`src/tch_pkg.sv`:
```
`default_nettype none
package tch_pkg;
  localparam logic [31:0] BASE_ADDR       = 32'h4001_0000;
  localparam logic [31:0] CTRL_ADDR       = 32'h4001_0000;
  localparam logic [31:0] MODE_ADDR       = 32'h4001_0004;
  localparam logic [31:0] STEPPER_ADDR    = 32'h4001_0008;
  localparam logic [31:0] COUNT_ADDR      = 32'h4001_0010;
  localparam logic [31:0] REG_FIRST_ADDR  = 32'h4001_0014;
  localparam logic [31:0] REG_SECOND_ADDR = 32'h4001_0018;
  localparam logic [31:0] REG_THIRD_ADDR  = 32'h4001_001c;
  localparam logic [31:0] STATUS_ADDR     = 32'h4001_0020;
  localparam logic [31:0] IRQ_EN_ADDR     = 32'h4001_0024;
  localparam logic [31:0] IRQ_DIS_ADDR    = 32'h4001_0028;
  localparam logic [31:0] IRQ_MASK_ADDR   = 32'h4001_002c;
  localparam logic [31:0] LOCK_ADDR       = 32'h4001_0030;
  // control register bits
  localparam int CTRL_CLK_EN_BIT  = 0;
  localparam int CTRL_CLK_DIS_BIT = 1;
  localparam int CTRL_SWTRG_BIT   = 2;
  // mode register field positions
  localparam int MODE_EDGE_LSB    = 8;
  localparam int MODE_ETRG_EN_BIT = 12;
  localparam int MODE_RC_TRG_BIT  = 14;
  localparam int MODE_WAVE_BIT    = 15;
  localparam int MODE_CPB_LSB     = 24;
  localparam int MODE_CPC_LSB     = 26;
  localparam int MODE_EEVT_LSB    = 28;
  localparam int MODE_SWTRG_LSB   = 30;
  // stepper and lock register bits
  localparam int STEP_GRAY_BIT    = 0;
  localparam int STEP_DOWN_BIT    = 1;
  localparam int LOCK_BIT         = 0;
  // status bit positions
  localparam int ST_OVF = 0;
  localparam int ST_OVR = 1;
  localparam int ST_CPA = 2;
  localparam int ST_CPB = 3;
  localparam int ST_CPC = 4;
  localparam int ST_LDA = 5;
  localparam int ST_LDB = 6;
  localparam int ST_ETR = 7;
  localparam int ST_CLK = 16;
  localparam int ST_MA  = 17;
  localparam int ST_MB  = 18;
  localparam logic [7:0]  FLAGS_RESET = 8'h00;
  localparam logic [15:0] COUNT_RESET = 16'h0000;
  localparam logic [15:0] COUNT_MAX   = 16'hffff;
  // flags forced low in each mode
  localparam logic [7:0]  CAPTURE_ONLY = 8'h62;
  localparam logic [7:0]  WAVE_ONLY    = 8'h0c;

  typedef enum logic [1:0] {
    TCH_ACT_NONE   = 2'b00,
    TCH_ACT_SET    = 2'b01,
    TCH_ACT_CLEAR  = 2'b10,
    TCH_ACT_TOGGLE = 2'b11
  } tch_act_t;

  typedef struct packed {
    tch_act_t   swtrg_act;
    tch_act_t   eevt_act;
    tch_act_t   cpc_act;
    tch_act_t   cpb_act;
    logic       wave;
    logic       rc_trig;
    logic       etrg_en;
    logic [1:0] ext_edge;
  } tch_mode_t;
endpackage
`default_nettype wire

```
`src/tch_channel.sv`:
```
// How it works
// waveform mode: register-B compare acts on second line: none, set, clear, toggle.
// waveform mode: register-C compare acts on second line by its two-bit code.
// waveform mode: selected external event acts on second line by its code.
// waveform mode: software trigger acts on second line by its code.
// gray enable drives both lines from a 2-bit gray up/down counter.
// writes to stepper, A, B, C are ignored while write lock is set.
// counter value read returns live 16-bit count, upper bits zero.
// registers A and B read-only in capture, read-write in waveform mode.
// register C read-write in both modes, 16-bit compare value.
// overflow flag, bit 0, set on counter overflow, cleared by status read.
// capture only: load overrun flag, bit 1, cleared by status read.
// waveform only: A and B compare flags, bits 2 and 3, clear on read.
// register-C compare flag, bit 4, any mode, clear on status read.
// capture only: A and B load flags, bits 5 and 6, clear on read.
// external trigger flag, bit 7, cleared by status read.
// status bit 16 shows whether the counter clock is enabled.
// status bits 17, 18 mirror both lines: pin level in capture mode, waveform state in waveform mode.
// writing ones to interrupt enable sets matching mask bits.
// writing ones to interrupt disable clears matching mask bits.
// mask register reads which of eight interrupts are enabled.
// interrupt output high while any enabled status flag is set.
//
// Local design decision: the APB slave port.
`default_nettype none
module tch_channel (
  input  wire logic        clk_sys,
  input  wire logic        reset_n,
  input  wire logic        clk_en,
  input  wire logic        psel,
  input  wire logic        penable,
  input  wire logic        pwrite,
  input  wire logic [31:0] paddr,
  input  wire logic [31:0] pwdata,
  output logic      [31:0] prdata,
  output logic             pready,
  output logic             pslverr,
  input  wire logic        io_line_first_i,
  output logic             io_line_first_o,
  output logic             io_line_first_oe_n,
  input  wire logic        io_line_second_i,
  output logic             io_line_second_o,
  output logic             io_line_second_oe_n,
  input  wire logic        ext_event_i,
  output logic             irq
);
  // synchronisers: stage 1 feeds only stage 2
  logic [2:0] sync1_q;
  logic [2:0] sync2_q;
  logic [2:0] sync3_q;
  logic       la_s;
  logic       lb_s;
  logic       ev_s;

  always_ff @(posedge clk_sys) begin
    if (!reset_n) begin
      sync1_q <= 3'h0;
      sync2_q <= 3'h0;
      sync3_q <= 3'h0;
    end else if (clk_en) begin
      sync1_q <= {ext_event_i, io_line_second_i, io_line_first_i};
      sync2_q <= sync1_q;
      sync3_q <= sync2_q;
    end
  end
  assign la_s = sync2_q[0];
  assign lb_s = sync2_q[1];
  assign ev_s = sync2_q[2];

  // apb: one wait state, the access completes when pready is high
  logic        pready_q;
  logic        pslverr_q;
  logic [31:0] prdata_q;
  logic        acc;
  logic        wr;
  logic        rd;
  logic        mapped;

  assign acc = psel & penable & pready_q;
  assign wr  = acc & pwrite;
  assign rd  = acc & ~pwrite;

  tch_pkg::tch_mode_t mode_q;
  logic        gray_en_q;
  logic        down_q;
  logic        lock_q;
  logic [15:0] count_q;
  logic [15:0] ra_q;
  logic [15:0] rb_q;
  logic [15:0] rc_q;
  logic [7:0]  flags_q;
  logic [7:0]  mask_q;
  logic        clk_on_q;
  logic        la_q;
  logic        lb_q;
  logic [1:0]  gbin_q;
  logic        unread_a_q;
  logic        unread_b_q;
  logic        load_sel_q;
  logic        irq_q;
  logic        lo_q;
  logic        lo_oe_n_q;
  logic        lbo_q;
  logic        lbo_oe_n_q;

  always_comb begin
    unique case (paddr)
      tch_pkg::CTRL_ADDR, tch_pkg::MODE_ADDR, tch_pkg::STEPPER_ADDR,
      tch_pkg::COUNT_ADDR, tch_pkg::REG_FIRST_ADDR, tch_pkg::REG_SECOND_ADDR,
      tch_pkg::REG_THIRD_ADDR, tch_pkg::STATUS_ADDR, tch_pkg::IRQ_EN_ADDR,
      tch_pkg::IRQ_DIS_ADDR, tch_pkg::IRQ_MASK_ADDR, tch_pkg::LOCK_ADDR:
        mapped = 1'b1;
      default: mapped = 1'b0;
    endcase
  end

  // events
  logic wave;
  logic tick;
  logic ovf_ev;
  logic cpa_ev;
  logic cpb_ev;
  logic cpc_ev;
  logic ext_edge;
  logic ext_ev;
  logic swtrg;
  logic restart;
  logic la_rise;
  logic lda_ev;
  logic ldb_ev;
  logic ovr_ev;
  logic st_rd;

  assign wave     = mode_q.wave;
  assign tick     = clk_on_q;
  assign ovf_ev   = tick & (count_q == tch_pkg::COUNT_MAX);
  assign cpa_ev   = tick & wave & (count_q == ra_q);
  assign cpb_ev   = tick & wave & (count_q == rb_q);
  assign cpc_ev   = tick & (count_q == rc_q);
  assign ext_edge = (mode_q.ext_edge[0] & ev_s & ~sync3_q[2]) |
                    (mode_q.ext_edge[1] & ~ev_s & sync3_q[2]);
  assign ext_ev   = ext_edge;
  assign swtrg    = wr & (paddr == tch_pkg::CTRL_ADDR) & pwdata[tch_pkg::CTRL_SWTRG_BIT];
  assign restart  = swtrg | (ext_ev & mode_q.etrg_en) | (cpc_ev & mode_q.rc_trig);
  assign la_rise  = la_s & ~sync3_q[0];
  assign lda_ev   = ~wave & la_rise & ~load_sel_q;
  assign ldb_ev   = ~wave & la_rise & load_sel_q;
  assign ovr_ev   = (lda_ev & unread_a_q) | (ldb_ev & unread_b_q);
  assign st_rd    = rd & (paddr == tch_pkg::STATUS_ADDR);

  function automatic logic apply_act(input tch_pkg::tch_act_t a, input logic cur);
    unique case (a)
      tch_pkg::TCH_ACT_NONE:   apply_act = cur;
      tch_pkg::TCH_ACT_SET:    apply_act = 1'b1;
      tch_pkg::TCH_ACT_CLEAR:  apply_act = 1'b0;
      tch_pkg::TCH_ACT_TOGGLE: apply_act = ~cur;
    endcase
  endfunction

  // later actions take priority: sw trigger over ext event over compares
  logic lb_d;
  always_comb begin
    lb_d = lb_q;
    if (cpb_ev) begin
      lb_d = apply_act(mode_q.cpb_act, lb_d);
    end
    if (cpc_ev & wave) begin
      lb_d = apply_act(mode_q.cpc_act, lb_d);
    end
    if (ext_ev & wave) begin
      lb_d = apply_act(mode_q.eevt_act, lb_d);
    end
    if (swtrg & wave) begin
      lb_d = apply_act(mode_q.swtrg_act, lb_d);
    end
  end

  // apb handshake and read data
  always_ff @(posedge clk_sys) begin
    if (!reset_n) begin
      pready_q  <= 1'b0;
      pslverr_q <= 1'b0;
      prdata_q  <= 32'h0000_0000;
    end else if (clk_en) begin
      pready_q  <= psel & penable & ~pready_q;
      pslverr_q <= psel & penable & ~pready_q & ~mapped;
      if (psel & penable & ~pready_q & ~pwrite) begin
        prdata_q <= 32'h0000_0000;
        unique case (paddr)
          tch_pkg::MODE_ADDR: begin
            prdata_q[31:24] <= {mode_q.swtrg_act, mode_q.eevt_act,
                                mode_q.cpc_act, mode_q.cpb_act};
            prdata_q[tch_pkg::MODE_WAVE_BIT]    <= mode_q.wave;
            prdata_q[tch_pkg::MODE_RC_TRG_BIT]  <= mode_q.rc_trig;
            prdata_q[tch_pkg::MODE_ETRG_EN_BIT] <= mode_q.etrg_en;
            prdata_q[tch_pkg::MODE_EDGE_LSB +: 2] <= mode_q.ext_edge;
          end
          tch_pkg::STEPPER_ADDR: begin
            prdata_q[tch_pkg::STEP_GRAY_BIT] <= gray_en_q;
            prdata_q[tch_pkg::STEP_DOWN_BIT] <= down_q;
          end
          tch_pkg::COUNT_ADDR:      prdata_q[15:0] <= count_q;
          tch_pkg::REG_FIRST_ADDR:  prdata_q[15:0] <= ra_q;
          tch_pkg::REG_SECOND_ADDR: prdata_q[15:0] <= rb_q;
          tch_pkg::REG_THIRD_ADDR:  prdata_q[15:0] <= rc_q;
          tch_pkg::STATUS_ADDR: begin
            prdata_q[7:0]            <= flags_q;
            prdata_q[tch_pkg::ST_CLK] <= clk_on_q;
            prdata_q[tch_pkg::ST_MA]  <= wave ? la_q : la_s;
            prdata_q[tch_pkg::ST_MB]  <= wave ? lb_q : lb_s;
          end
          tch_pkg::IRQ_MASK_ADDR: prdata_q[7:0] <= mask_q;
          tch_pkg::LOCK_ADDR:     prdata_q[tch_pkg::LOCK_BIT] <= lock_q;
          default:                prdata_q <= 32'h0000_0000;
        endcase
      end
    end
  end

  // configuration registers
  always_ff @(posedge clk_sys) begin
    if (!reset_n) begin
      mode_q    <= '0;
      gray_en_q <= 1'b0;
      down_q    <= 1'b0;
      lock_q    <= 1'b0;
      rc_q      <= tch_pkg::COUNT_RESET;
    end else if (clk_en && wr) begin
      if (paddr == tch_pkg::LOCK_ADDR) begin
        lock_q <= pwdata[tch_pkg::LOCK_BIT];
      end
      if (!lock_q) begin
        unique case (paddr)
          tch_pkg::MODE_ADDR: begin
            mode_q.swtrg_act <= tch_pkg::tch_act_t'(pwdata[tch_pkg::MODE_SWTRG_LSB +: 2]);
            mode_q.eevt_act  <= tch_pkg::tch_act_t'(pwdata[tch_pkg::MODE_EEVT_LSB +: 2]);
            mode_q.cpc_act   <= tch_pkg::tch_act_t'(pwdata[tch_pkg::MODE_CPC_LSB +: 2]);
            mode_q.cpb_act   <= tch_pkg::tch_act_t'(pwdata[tch_pkg::MODE_CPB_LSB +: 2]);
            mode_q.wave      <= pwdata[tch_pkg::MODE_WAVE_BIT];
            mode_q.rc_trig   <= pwdata[tch_pkg::MODE_RC_TRG_BIT];
            mode_q.etrg_en   <= pwdata[tch_pkg::MODE_ETRG_EN_BIT];
            mode_q.ext_edge  <= pwdata[tch_pkg::MODE_EDGE_LSB +: 2];
          end
          tch_pkg::STEPPER_ADDR: begin
            gray_en_q <= pwdata[tch_pkg::STEP_GRAY_BIT];
            down_q    <= pwdata[tch_pkg::STEP_DOWN_BIT];
          end
          tch_pkg::REG_THIRD_ADDR: rc_q <= pwdata[15:0];
          default: ;
        endcase
      end
    end
  end

  // registers A and B: captured in capture mode, written in waveform mode
  always_ff @(posedge clk_sys) begin
    if (!reset_n) begin
      ra_q       <= tch_pkg::COUNT_RESET;
      rb_q       <= tch_pkg::COUNT_RESET;
      unread_a_q <= 1'b0;
      unread_b_q <= 1'b0;
      load_sel_q <= 1'b0;
    end else if (clk_en) begin
      if (lda_ev) begin
        ra_q <= count_q;
      end else if (wr && wave && !lock_q && paddr == tch_pkg::REG_FIRST_ADDR) begin
        ra_q <= pwdata[15:0];
      end
      if (ldb_ev) begin
        rb_q <= count_q;
      end else if (wr && wave && !lock_q && paddr == tch_pkg::REG_SECOND_ADDR) begin
        rb_q <= pwdata[15:0];
      end
      // a load in the same cycle as a read leaves the new value unread
      if (lda_ev) begin
        unread_a_q <= 1'b1;
      end else if (rd && paddr == tch_pkg::REG_FIRST_ADDR) begin
        unread_a_q <= 1'b0;
      end
      if (ldb_ev) begin
        unread_b_q <= 1'b1;
      end else if (rd && paddr == tch_pkg::REG_SECOND_ADDR) begin
        unread_b_q <= 1'b0;
      end
      if (restart || wave) begin
        load_sel_q <= 1'b0;
      end else if (la_rise) begin
        load_sel_q <= ~load_sel_q;
      end
    end
  end

  // counter and its clock gate
  always_ff @(posedge clk_sys) begin
    if (!reset_n) begin
      count_q  <= tch_pkg::COUNT_RESET;
      clk_on_q <= 1'b0;
    end else if (clk_en) begin
      if (restart) begin
        count_q <= tch_pkg::COUNT_RESET;
      end else if (tick) begin
        count_q <= count_q + 16'h0001;
      end
      if (wr && paddr == tch_pkg::CTRL_ADDR && pwdata[tch_pkg::CTRL_CLK_DIS_BIT]) begin
        clk_on_q <= 1'b0;
      end else if (restart ||
                   (wr && paddr == tch_pkg::CTRL_ADDR && pwdata[tch_pkg::CTRL_CLK_EN_BIT])) begin
        clk_on_q <= 1'b1;
      end
    end
  end

  // sticky flags: a read clears only what it reported, so a late event survives it
  logic [7:0] flag_set;
  logic [7:0] flag_clr;
  always_comb begin
    flag_set             = 8'h00;
    flag_set[tch_pkg::ST_OVF] = ovf_ev;
    flag_set[tch_pkg::ST_OVR] = ovr_ev;
    flag_set[tch_pkg::ST_CPA] = cpa_ev;
    flag_set[tch_pkg::ST_CPB] = cpb_ev;
    flag_set[tch_pkg::ST_CPC] = cpc_ev;
    flag_set[tch_pkg::ST_LDA] = lda_ev;
    flag_set[tch_pkg::ST_LDB] = ldb_ev;
    flag_set[tch_pkg::ST_ETR] = ext_ev;
    flag_clr = (st_rd ? prdata_q[7:0] : 8'h00) |
               (wave ? tch_pkg::CAPTURE_ONLY : tch_pkg::WAVE_ONLY);
  end

  always_ff @(posedge clk_sys) begin
    if (!reset_n) begin
      flags_q <= tch_pkg::FLAGS_RESET;
      mask_q  <= tch_pkg::FLAGS_RESET;
      irq_q   <= 1'b0;
    end else if (clk_en) begin
      flags_q <= (flags_q & ~flag_clr) | flag_set;
      if (wr && paddr == tch_pkg::IRQ_EN_ADDR) begin
        mask_q <= mask_q | pwdata[7:0];
      end else if (wr && paddr == tch_pkg::IRQ_DIS_ADDR) begin
        mask_q <= mask_q & ~pwdata[7:0];
      end
      irq_q <= |(flags_q & mask_q);
    end
  end

  // line drive: waveform state, gray stepper, or input in capture mode
  logic [1:0] gbin_d;
  always_comb begin
    gbin_d = gbin_q;
    if (tick) begin
      gbin_d = down_q ? gbin_q - 2'b01 : gbin_q + 2'b01;
    end
  end

  always_ff @(posedge clk_sys) begin
    if (!reset_n) begin
      la_q       <= 1'b0;
      lb_q       <= 1'b0;
      gbin_q     <= 2'b00;
      lo_q       <= 1'b0;
      lo_oe_n_q  <= 1'b1;
      lbo_q      <= 1'b0;
      lbo_oe_n_q <= 1'b1;
    end else if (clk_en) begin
      gbin_q <= gbin_d;
      if (wave) begin
        lb_q <= lb_d;
        if (cpa_ev) begin
          la_q <= ~la_q;
        end
      end
      // gray code of the step count: bit1 = b1, bit0 = b1 ^ b0
      if (gray_en_q) begin
        lo_q       <= gbin_q[1] ^ gbin_q[0];
        lbo_q      <= gbin_q[1];
        lo_oe_n_q  <= 1'b0;
        lbo_oe_n_q <= 1'b0;
      end else begin
        lo_q       <= la_q;
        lbo_q      <= lb_q;
        lo_oe_n_q  <= ~wave;
        lbo_oe_n_q <= ~wave;
      end
    end
  end

  assign prdata              = prdata_q;
  assign pready              = pready_q;
  assign pslverr             = pslverr_q;
  assign io_line_first_o     = lo_q;
  assign io_line_first_oe_n  = lo_oe_n_q;
  assign io_line_second_o    = lbo_q;
  assign io_line_second_oe_n = lbo_oe_n_q;
  assign irq                 = irq_q;
endmodule
`default_nettype wire

```
`config.mk`:
```
export PLATFORM = sky130hd
export DESIGN_NAME = tch_channel
export DESIGN_NICKNAME = d
export VERILOG_FILES = /design/src/tch_pkg.sv /design/src/tch_channel.sv
export SDC_FILE = /design/constraint.sdc
export NUM_CORES = 1
export LEC_CHECK = 0
export BUFFER_PORTS_ARGS = -buffer_cell sky130_fd_sc_hd__buf_2
export CAP_MARGIN = 0
export CORE_MARGIN = 2
export CORE_UTILIZATION = 25
export CTS_BUF_LIST = sky130_fd_sc_hd__clkbuf_8
export DETAILED_ROUTE_END_ITERATION = 8
export PLACE_DENSITY = 0.49
export SYNTH_ARGS = -nofsm -noshare
export SYNTH_HDL_FRONTEND = slang
export SYNTH_SLANG_ARGS = --single-unit
```
`constraint.sdc`:
```
create_clock -name clk_sys -period 3 [get_ports clk_sys]
set_input_delay 0.3 -clock clk_sys [delete_from_list [all_inputs] [get_ports clk_sys]]
set_output_delay 0.3 -clock clk_sys [all_outputs]
set_load 0.005 [all_outputs]
```
* Word level (Yosys, flattened, before mapping) *
Cells that the tools add are included.

word-level totals
  input bits = 73
  flip-flop bits (word level) = 146
  word-level logic and storage cells = 210

operators by class
  multiplexer cells = 43
  add/subtract/negate cells = 3
  reduce and logical (&&, ||, !) cells = 45
  bitwise operators = 57
  equality and inequality tests = 28

operators by type and width
  cell                                                               number
  32-bit by 31-bit == test with 1-bit output, second input constant  12
  16-bit 2-to-1 mux                                                  6
  16-bit == test                                                     3
  6-bit case mux with 6 select lines                                 1
  8-bit 2-to-1 mux                                                   4
  1-bit bitwise AND                                                  30
  8-bit bitwise AND                                                  3
  2-bit AND reduction                                                12
  1-bit case mux with 4 select lines                                 5
  2-bit case mux with 5 select lines                                 2
  1-bit 2-to-1 mux                                                   18
  16-bit by 1-bit adder with 16-bit output, second input constant    1
  16-bit == test, second input constant                              1
  2-bit == test, second input constant                               8
  8-bit inverter                                                     2
  8-bit bitwise OR                                                   2
  2-bit nonzero test                                                 8
  1-bit inverter                                                     14
  1-bit logical AND                                                  12
  3-bit AND reduction                                                4
  12-bit OR reduction                                                1
  2-bit by 1-bit == test with 1-bit output, second input constant    4
  2-bit zero test                                                    4
  8-bit by 7-bit bitwise OR with 8-bit output                        1
  other kinds (14)                                                   18

* Longest topological paths before layout *
Gate-level depths: netlist (run 1).

  word-level depth = 12
  depth in mapped cells = 10
  gate-level depth less buffers = 8

* Worst setup path after synthesis (run 1) *
Ideal clock, no wire load.

  path type = input to register
  start = input port paddr[17]
  end = register with a tool-made name
  data required time = 2.866 ns
  buffers on the path = 1
  path slack = 0.799 ns
  cell stages on the path = 7
  arrival time = 2.066 ns
  setup time = 0.134 ns
  path through = nor4b_1 and4_1 nand4_4 buf_4 a2111oi_4 a21boi_2 a211oi_1

RTL lines
  item                RTL line           source
  start: declaration  tch_channel.sv:33  input wire logic [31:0] paddr,

* Worst setup path in the final report (run 1) *
  start = register count_q[9]
  end = register lb_q

between the ends
  word-level cells in the longest chain between the ends = 12

RTL lines
  item                                RTL line            source
  start: declaration                  tch_channel.sv:87   logic [15:0] count_q;
  start signal: assignment            tch_channel.sv:296  count_q <= tch_pkg::COUNT_RESET;
  start signal: assignment            tch_channel.sv:300  count_q <= tch_pkg::COUNT_RESET;
  start signal: assignment            tch_channel.sv:302  count_q <= count_q + 16'h0001;
  16-bit == test                      tch_channel.sv:138  assign cpb_ev = tick & wave & (count_q == rb_q);
  1-bit bitwise AND                   tch_channel.sv:138
  1-bit 2-to-1 mux                    tch_channel.sv:164  if (cpb_ev) begin
  1-bit inverter                      tch_channel.sv:156  tch_pkg::TCH_ACT_TOGGLE: apply_act = ~cur;
  1-bit case mux with 4 select lines  tch_channel.sv:152  unique case (a)
  1-bit 2-to-1 mux *                  tch_channel.sv:167  if (cpc_ev & wave) begin
  1-bit inverter                      tch_channel.sv:156
  1-bit case mux with 4 select lines  tch_channel.sv:152
  1-bit 2-to-1 mux *                  tch_channel.sv:170  if (ext_ev & wave) begin
  1-bit inverter                      tch_channel.sv:156
  1-bit case mux with 4 select lines  tch_channel.sv:152
  1-bit 2-to-1 mux *                  tch_channel.sv:173  if (swtrg & wave) begin
  end signal: assignment              tch_channel.sv:367  lb_q <= lb_d;
  end: declaration                    tch_channel.sv:95   logic lb_q;

Mark *: on every way between the ends. The rest lies on a longest branch, timed or not.
A chain may end at the register's enable or synchronous reset.

==> results_tabular.tex, run 1 <==
\begin{tabular}{lr}
\hline
Metric & Value \\
\hline
\multicolumn{2}{l}{\textbf{Flow run}} \\
\quad Maximum capacitance violations & 0 \\
\multicolumn{2}{l}{\textbf{STA}} \\
\quad Hold Worst Slack & 80.1 ps \\
\quad Total negative slack for setup checks & 0 ps \\
\quad Number of hold-slack violations in the final timing report & 0 \\
\quad Fraction of the cycle the final worst path needs & 85.4\% \\
\quad Actual transition at the worst max-transition pin & 956 ps \\
\quad Time the final worst path needs with I/O delays and setup & 2560 ps \\
\quad Highest achievable clock rate & 391 MHz \\
\quad Unrepaired setup endpoints after global routing & false \\
\quad Final setup skew & around 15 ps \\
\quad Final setup violation count & 0 \\
\quad Slew HR & 35.6\% \\
\quad Fin. max-slew vios & 0 \\
\multicolumn{2}{l}{\textbf{Floorplan}} \\
\quad Number of placement rows & 62 \\
\quad Die span in y & between 150 and 200 um \\
\quad Core box area & about 0.029 mm\^{}2 \\
\quad Die area & between 0.03 and 0.04 mm\^{}2 \\
\quad Die boundary width & 175 um \\
\quad \# IOs & 112 \\
\quad Initial core utilization & 25.4\% \\
\multicolumn{2}{l}{\textbf{Routing}} \\
\quad Iteration count of the initial detailed-routing pass & 6 \\
\quad Vias per std cell & $\sim$5.0 \\
\quad Post-DRT Antenna Nets & 0 \\
\quad Routed via count & 6807 \\
\quad DR iter-0 viols & 584 \\
\quad Detailed Route WL & 25.0 mm \\
\quad Total DRC errors in the routed layout & 0 \\
\quad Post-DR wirelength/cell & 18.4 um \\
\multicolumn{2}{l}{\textbf{Logic synthesis}} \\
\quad Share of the yosys chip area belonging to registers & about 40\% \\
\quad Number of warnings reported in the yosys synthesis log & 0 \\
\quad Post-synth EDFFs & 0 \\
\quad Flops \& latches, synth & 145 \\
\quad Yosys top cell area share & roughly two fifths \\
\quad Per-instance average area after synthesis & 8.36 um\^{}2 \\
\quad Cell taking the most area after synthesis & sky130\_fd\_sc\_hd\_\_dfxtp\_1 \\
\quad Most common cell in the synthesized netlist & sky130\_fd\_sc\_hd\_\_dfxtp\_1 \\
\quad Leading register cell type out of synthesis & sky130\_fd\_sc\_hd\_\_dfxtp\_1 \\
\quad Cell area after synthesis & 0.00732 mm\^{}2 \\
\quad Share of async-settable or async-resettable flops after synthesis & 0\% \\
\quad Count of distinct cell types in the synthesized netlist & 53 \\
\quad Most area-consuming cells after synthesis & sky130\_fd\_sc\_hd\_\_dfxtp\_1 40\%, sky130\_fd\_sc\_hd\_\_xnor2\_1 6.7\%, sky130\_fd\_sc\_hd\_\_mux2i\_1 6.6\% \\
\quad Mapped Cells & 876 \\
\quad Leading post-synthesis cells by instance count & 145 x sky130\_fd\_sc\_hd\_\_dfxtp\_1, 94 x sky130\_fd\_sc\_hd\_\_a21oi\_1, 90 x sky130\_fd\_sc\_hd\_\_nor2\_1 \\
\multicolumn{2}{l}{\textbf{Place}} \\
\quad Placed cell areas & 0.00830 mm\^{}2 \\
\quad Last weighted congestion value of the routability-driven placer & 0.840 \\
\quad Final HPWL DP & roughly 18 mm \\
\quad Count of buffers from port buffering & 98 \\
\multicolumn{2}{l}{\textbf{CTS}} \\
\quad CTS hold repair buffers & 0 \\
\quad CTS tree & yes \\
\quad Number of levels the H-tree was split into & 4 \\
\quad Clock input transition at the sequential cells of the worst setup and hold paths & 80 ps \\
\quad Count of instances resized after the clock tree is built & 0 \\
\quad Clock Latency Late Sink & 460 ps \\
\quad Total setup buffers inserted after CTS & 0 \\
\quad CTS Buf Count & 17 \\
\quad Bufs on Longest Clock Path & 2 \\
\quad Library cell used as clock root buffer & sky130\_fd\_sc\_hd\_\_clkbuf\_8 \\
\quad Number of clock sinks seen by CTS & $\sim$150 \\
\multicolumn{2}{l}{\textbf{Hold path}} \\
\quad Critical hold path startpoint & ext\_event\_i \\
\quad Worst min-delay path class & primary input to register \\
\quad Hold path endpoint & sync1\_q[2] \\
\quad Hold path cells & 3 \\
\multicolumn{2}{l}{\textbf{Final layout}} \\
\quad Final net count & 1032 \\
\quad Area growth from synthesis to layout & 18.7\% \\
\quad Fraction of layout cells with a size suffix above 1 & approximately a fifth \\
\quad Antenna cells & 0 \\
\quad Number of fill cells & 3091 \\
\quad Final design instance area without fill & a little under 0.009 mm\^{}2 \\
\multicolumn{2}{l}{\textbf{Worst setup path}} \\
\quad Flop-to-flop setup slack & 440 ps \\
\quad Critical path arrival & 2950 ps \\
\quad Required arrival time at the worst endpoint & between 3000 and 4000 ps \\
\quad Critical path startpoint & count\_q[9] \\
\quad End of the worst register-to-register path & lb\_q \\
\quad CP Launch Type & register \\
\quad Type of the worst setup path & register to register \\
\quad Worst flop-to-flop path startpoint & count\_q[9] \\
\quad Maximum fanout count along the critical path & 8 \\
\quad Cell depth of the worst flop-to-flop path & 9 \\
\quad Worst setup EP type & register \\
\multicolumn{2}{l}{\textbf{Pwr}} \\
\quad Static power due to leakage & roughly 3.0 nW \\
\quad Power density cells & 433 mW/mm\^{}2 \\
\quad Power consumption & approximately 3.8 mW \\
\quad Worst voltage drop across the vdd grid & around 170 uV \\
\multicolumn{2}{l}{\textbf{Global routing}} \\
\quad Global-route wire length before repair & between 30 and 40 mm \\
\quad Global-route congestion overflow total & 0 \\
\quad Global-route usage over all layers & 16.4\% \\
\quad Pin count of the biggest net entering global routing & 68 \\
\quad Via count of the first global-routing pass & around 6.5k \\
\quad Initial antenna violation count & 1 \\
\multicolumn{2}{l}{\textbf{Run status}} \\
\quad Status & complete, no violations \\
\hline
\end{tabular}
-- critical path: stages, from the launching register on --
cell and delay (ps):
sky130_fd_sc_hd__dfxtp_1 560, sky130_fd_sc_hd__xor2_1 120, sky130_fd_sc_hd__nor4_1 390, sky130_fd_sc_hd__nand4_1 180
sky130_fd_sc_hd__nor4_2 260, sky130_fd_sc_hd__buf_4 190, sky130_fd_sc_hd__nand2_1 60, sky130_fd_sc_hd__and4_1 200
sky130_fd_sc_hd__a211oi_1 310, sky130_fd_sc_hd__mux2i_1 220
-- routing by layer --
layer	vias up	track usage [%]	share of wire, %
li1	3312	-	-
met2	221	24.6	44
met4	2	3.54	1.1
met3	15	4.33	6.7
met1	3257	23.4	49
met5	-	0	0.11
-- cell usage in the layout, fill, tap and decap left out, drive strengths merged, types with 3 or more instances in the layout --
cell type  count
a222oi        10
nor4b          4
a22oi          5
clkbuf        21
nand3         55
xnor2         56
a31oi          3
or2            3
xor2          10
dfxtp        145
buf          138
a22o          13
conb           5
nand4         17
o21ai         25
nor3          16
nor2          92
a211oi        43
and2           3
mux2i         48
nand2b         5
clkinv         4
a21oi         94
and3           5
nand2         81
mux2           3
and4           4
nor4          15
inv           13
nor3b          3
a221oi        13
-- worst max-delay path by stage --
stage                              to  slack (ps)  cells after the start
after floorplan              register         800                      7
after global placement    count_q[15]         450                     10
after detailed placement  count_q[15]         440                     10
after CTS                        lb_q         480                      9
after global routing             lb_q         160                      9
final                            lb_q         440                      9
-- stage by stage --
stage,instances,util (%),setup WS (ps)
after CTS,1355,30.2,478
after detailed placement,1323,28.8,444
after global placement,1323,28.8,450
after floorplan,880,-,799
final,1355,30.2,439
after global routing,1355,30.2,164
-- state kept, by name, indices dropped and copies added (netlist names), 2 cells and up, named ones only --
| signal | count |
|---|---|
| flags_q | 8 |
| ra_q | 16 |
| prdata | 27 |
| gbin_q | 2 |
| sync3_q | 2 |
| mode_q | 12 |
| sync1_q | 3 |
| rc_q | 16 |
| rb_q | 16 |
| count_q | 16 |
| sync2_q | 3 |
-- report_power, final --
group	total, mW	leakage (nW)	internal [mW]	switching (mW)
Combinational	0.238	1.63	0.0871	0.151
Clock	1.56	0.223	0.806	0.753
Sequential	1.96	1.17	1.94	0.0166
-- layout make-up --
| class | instances | area [um^2] | area share (%) |
|---|---|---|---|
| Sequential cell | 145 | 2900 | 33.4 |
| Multi-Input combinational cell | 648 | 4070 | 46.8 |
| Clock buffer | 21 | 289 | 3.33 |
| Timing Repair Buffer | 138 | 816 | 9.39 |
| Clock inverter | 11 | 97.6 | 1.12 |
| Inverter | 8 | 31.3 | 0.360 |
| Tap cell | 384 | 480 | 5.53 |
-- cell families (layout without fill, tap and decap cells) --
| kind of cell | count (synthesis) | count (layout) | synth area share (%) |
|---|---|---|---|
| AO/OA/AOI/OAI | 215 | 215 | 19.2 |
| XOR/XNOR | 66 | 66 | 7.90 |
| adder cells (fa/ha/maj) | 1 | 1 | 0.171 |
| buffers and inverters | 87 | 178 | 5.35 |
| flip-flops | 145 | 145 | 39.7 |
| multiplexers | 51 | 51 | 7.03 |
| other | 1 | 5 | 0.0512 |
| AND/OR/NAND/NOR | 310 | 310 | 20.7 |
(Power assumes the default switching activity.)
==> inputs of run 2 (changes only) <==
- BUFFER_PORTS_ARGS: -buffer_cell sky130_fd_sc_hd__buf_2 -> -buffer_cell sky130_fd_sc_hd__buf_4
==> results_tabular.tex, run 2 (synthesis results as in run 1) <==
\begin{tabular}{lr}
\hline
Metric & Value \\
\hline
\multicolumn{2}{l}{\textbf{CTS}} \\
\quad Number of clock sinks seen by CTS & 145 (unchanged) \\
\quad CTS tree & yes (unchanged) \\
\quad Number of levels the H-tree was split into & 4 (unchanged) \\
\quad Clock Latency Late Sink & 460 ps (about the same) \\
\quad Clock input transition at the sequential cells of the worst setup and hold paths & 90 ps (was 80 ps) \\
\quad Count of instances resized after the clock tree is built & 0 (unchanged) \\
\quad CTS Buf Count & 17 (unchanged) \\
\quad Bufs on Longest Clock Path & 2 (unchanged) \\
\quad Library cell used as clock root buffer & sky130\_fd\_sc\_hd\_\_clkbuf\_8 (unchanged) \\
\quad CTS hold repair buffers & 0 (unchanged) \\
\quad Total setup buffers inserted after CTS & 0 (unchanged) \\
\multicolumn{2}{l}{\textbf{Routing}} \\
\quad Post-DR wirelength/cell & 18.6 um (was 18.4 um) \\
\quad Iteration count of the initial detailed-routing pass & 5 (was 6) \\
\quad Detailed Route WL & 25.3 mm (was 25.0 mm) \\
\quad DR iter-0 viols & 601 (was 584) \\
\quad Vias per std cell & 5.04 (was 5.02) \\
\quad Total DRC errors in the routed layout & 0 (unchanged) \\
\quad Post-DRT Antenna Nets & 0 (unchanged) \\
\quad Routed via count & 6838 (was 6807) \\
\multicolumn{2}{l}{\textbf{Floorplan}} \\
\quad Initial core utilization & 25.4\% (unchanged) \\
\quad Die area & 0.0307 mm\^{}2 (unchanged) \\
\quad Die boundary width & 175 um (unchanged) \\
\quad Core box area & 0.0288 mm\^{}2 (unchanged) \\
\quad \# IOs & 112 (unchanged) \\
\quad Number of placement rows & 62 (unchanged) \\
\quad Die span in y & 175 um (unchanged) \\
\multicolumn{2}{l}{\textbf{Worst setup path}} \\
\quad CP Launch Type & register (unchanged) \\
\quad Cell depth of the worst flop-to-flop path & 9 (unchanged) \\
\quad Required arrival time at the worst endpoint & 3380 ps (was 3390 ps) \\
\quad End of the worst register-to-register path & lb\_q (unchanged) \\
\quad Flop-to-flop setup slack & 450 ps (was 440 ps) \\
\quad Critical path arrival & 2930 ps (was 2950 ps) \\
\quad Type of the worst setup path & register to register (unchanged) \\
\quad Maximum fanout count along the critical path & 8 (unchanged) \\
\quad Worst setup EP type & register (unchanged) \\
\quad Worst flop-to-flop path startpoint & count\_q[9] (unchanged) \\
\multicolumn{2}{l}{\textbf{STA}} \\
\quad Number of hold-slack violations in the final timing report & 0 (unchanged) \\
\quad Time the final worst path needs with I/O delays and setup & 2550 ps (was 2560 ps) \\
\quad Slew HR & 42.2\% (was 35.6\%) \\
\quad Fraction of the cycle the final worst path needs & 84.9\% (was 85.4\%) \\
\quad Highest achievable clock rate & 393 MHz (was 391 MHz) \\
\quad Final setup skew & 17.2 ps (was 14.8 ps) \\
\quad Fin. max-slew vios & 0 (unchanged) \\
\quad Actual transition at the worst max-transition pin & 858 ps (was 956 ps) \\
\quad Unrepaired setup endpoints after global routing & false (unchanged) \\
\quad Final setup violation count & 0 (unchanged) \\
\quad Total negative slack for setup checks & 0 ps (unchanged) \\
\multicolumn{2}{l}{\textbf{Run status}} \\
\quad Status & complete, no violations (unchanged) \\
\multicolumn{2}{l}{\textbf{Final layout}} \\
\quad Flip-flop count of the largest register after layout & 27 (unchanged) \\
\quad Area growth from synthesis to layout & 23.6\% (was 18.7\%) \\
\quad Fraction of layout cells with a size suffix above 1 & 19.6\% (was 19.1\%) \\
\quad Most common library cell in the layout ignoring fill and taps & sky130\_fd\_sc\_hd\_\_dfxtp\_1 (unchanged) \\
\quad Final net count & 1035 (was 1032) \\
\quad Number of fill cells & 3043 (was 3091) \\
\quad Area of combinational cells with multiple inputs & 0.00407 mm\^{}2 (unchanged) \\
\quad Area occupied by registers & 0.00290 mm\^{}2 (unchanged) \\
\quad Post-layout util & 31.4\% (was 30.2\%) \\
\quad Commonest cells after routing, fill and taps aside & 145 x sky130\_fd\_sc\_hd\_\_dfxtp\_1, 139 x sky130\_fd\_sc\_hd\_\_buf\_4, 94 x sky130\_fd\_sc\_hd\_\_a21oi\_1, 89 x sky130\_fd\_sc\_hd\_\_nor2\_1, 81 x sky130\_fd\_sc\_hd\_\_nand2\_1 (was 145 x sky130\_fd\_sc\_hd\_\_dfxtp\_1, 98 x sky130\_fd\_sc\_hd\_\_buf\_2, 94 x sky130\_fd\_sc\_hd\_\_a21oi\_1, 89 x sky130\_fd\_sc\_hd\_\_nor2\_1, 81 x sky130\_fd\_sc\_hd\_\_nand2\_1) \\
\quad Antenna cells & 0 (unchanged) \\
\multicolumn{2}{l}{\textbf{Pwr}} \\
\quad Worst voltage drop across the vdd grid & 242 uV (was 173 uV) \\
\quad Power density cells & 454 mW/mm\^{}2 (was 433 mW/mm\^{}2) \\
\quad Static power due to leakage & 3.12 nW (was 3.02 nW) \\
\multicolumn{2}{l}{\textbf{Flow run}} \\
\quad Maximum capacitance violations & 0 (unchanged) \\
\multicolumn{2}{l}{\textbf{Hold path}} \\
\quad Worst min-delay path class & primary input to register (unchanged) \\
\quad Critical hold path startpoint & pwdata[5] (was ext\_event\_i) \\
\quad Hold path cells & 2 (was 3) \\
\multicolumn{2}{l}{\textbf{Global routing}} \\
\quad Global-route wire length before repair & 38.7 mm (was 38.8 mm) \\
\quad Global-route congestion overflow total & 0 (unchanged) \\
\quad Global-route usage over all layers & 16.4\% (about the same) \\
\quad Via count of the first global-routing pass & 6419 (was 6542) \\
\quad Initial antenna violation count & 0 (was 1) \\
\quad Pin count of the biggest net entering global routing & 48 (was 68) \\
\multicolumn{2}{l}{\textbf{Place}} \\
\quad Count of buffers from port buffering & 98 (unchanged) \\
\quad Last weighted congestion value of the routability-driven placer & 0.830 (was 0.840) \\
\quad Final HPWL DP & 17.9 mm (was 17.6 mm) \\
\hline
\end{tabular}
run 2: critical path, cell delays in order (launching register included):
cell	delay (ps)
sky130_fd_sc_hd__dfxtp_1	550
sky130_fd_sc_hd__xor2_1	120
sky130_fd_sc_hd__nor4_1	390
sky130_fd_sc_hd__nand4_1	190
sky130_fd_sc_hd__nor4_2	270
sky130_fd_sc_hd__buf_4	190
sky130_fd_sc_hd__nand2_1	50
sky130_fd_sc_hd__and4_1	200
sky130_fd_sc_hd__a211oi_1	290
sky130_fd_sc_hd__mux2i_1	210
run 2: where the power goes:
| part | switching, mW | leakage, nW | internal [mW] |
|---|---|---|---|
| Combinational | 0.153 | 1.70 | 0.115 |
| Clock | 0.771 | 0.246 | 1.11 |
| Sequential | 0.0171 | 1.17 | 1.94 |
run 2: worst max path at each step:
stage | startpoint | slack [ps] | cells past startpoint | end
floorplan | paddr[17] | 800 | 7 | register
global placement | paddr[9] | 480 | 10 | count_q[15]
detailed placement | paddr[9] | 450 | 11 | rc_q[15]
CTS | count_q[9] | 440 | 9 | lb_q
global route | count_q[9] | 210 | 9 | lb_q
finish | count_q[9] | 450 | 9 | lb_q
run 2: per-layer routing:
| metal | share of wire (%) | track usage (%) |
|---|---|---|
| met1 | 48 | 23.2 |
| met2 | 44 | 24.8 |
| met3 | 6.7 | 4.20 |
| met4 | 1.1 | 4.03 |
| met5 | 0 | 0 |
run 2: cell type report:
cell class / instances / share of cell area (%)
multi-input combinational: 648 / 45.0
sequential: 145 / 32.1
timing repair buffer: 141 / 12.0
tap: 384 / 5.31
clock buffer: 19 / 2.89
clock inverter: 13 / 2.39
inverter: 8 / 0.346
run 2: through the flow:
step | instance area [um^2] | worst slack [ps] | hold WS (ps) | std cells | total power, mW
2_1_floorplan | 7330 | 799 | 397 | 880 | 2.13
3_3_place_gp | 8570 | 475 | 447 | 1326 | 2.27
3_5_place_dp | 8570 | 451 | 448 | 1326 | 2.27
4_1_cts | 9040 | 439 | 42.5 | 1358 | 4.16
5_1_grt | 9040 | 210 | 41.0 | 1358 | 4.24
6_report | 9040 | 453 | 61.9 | 1358 | 4.11
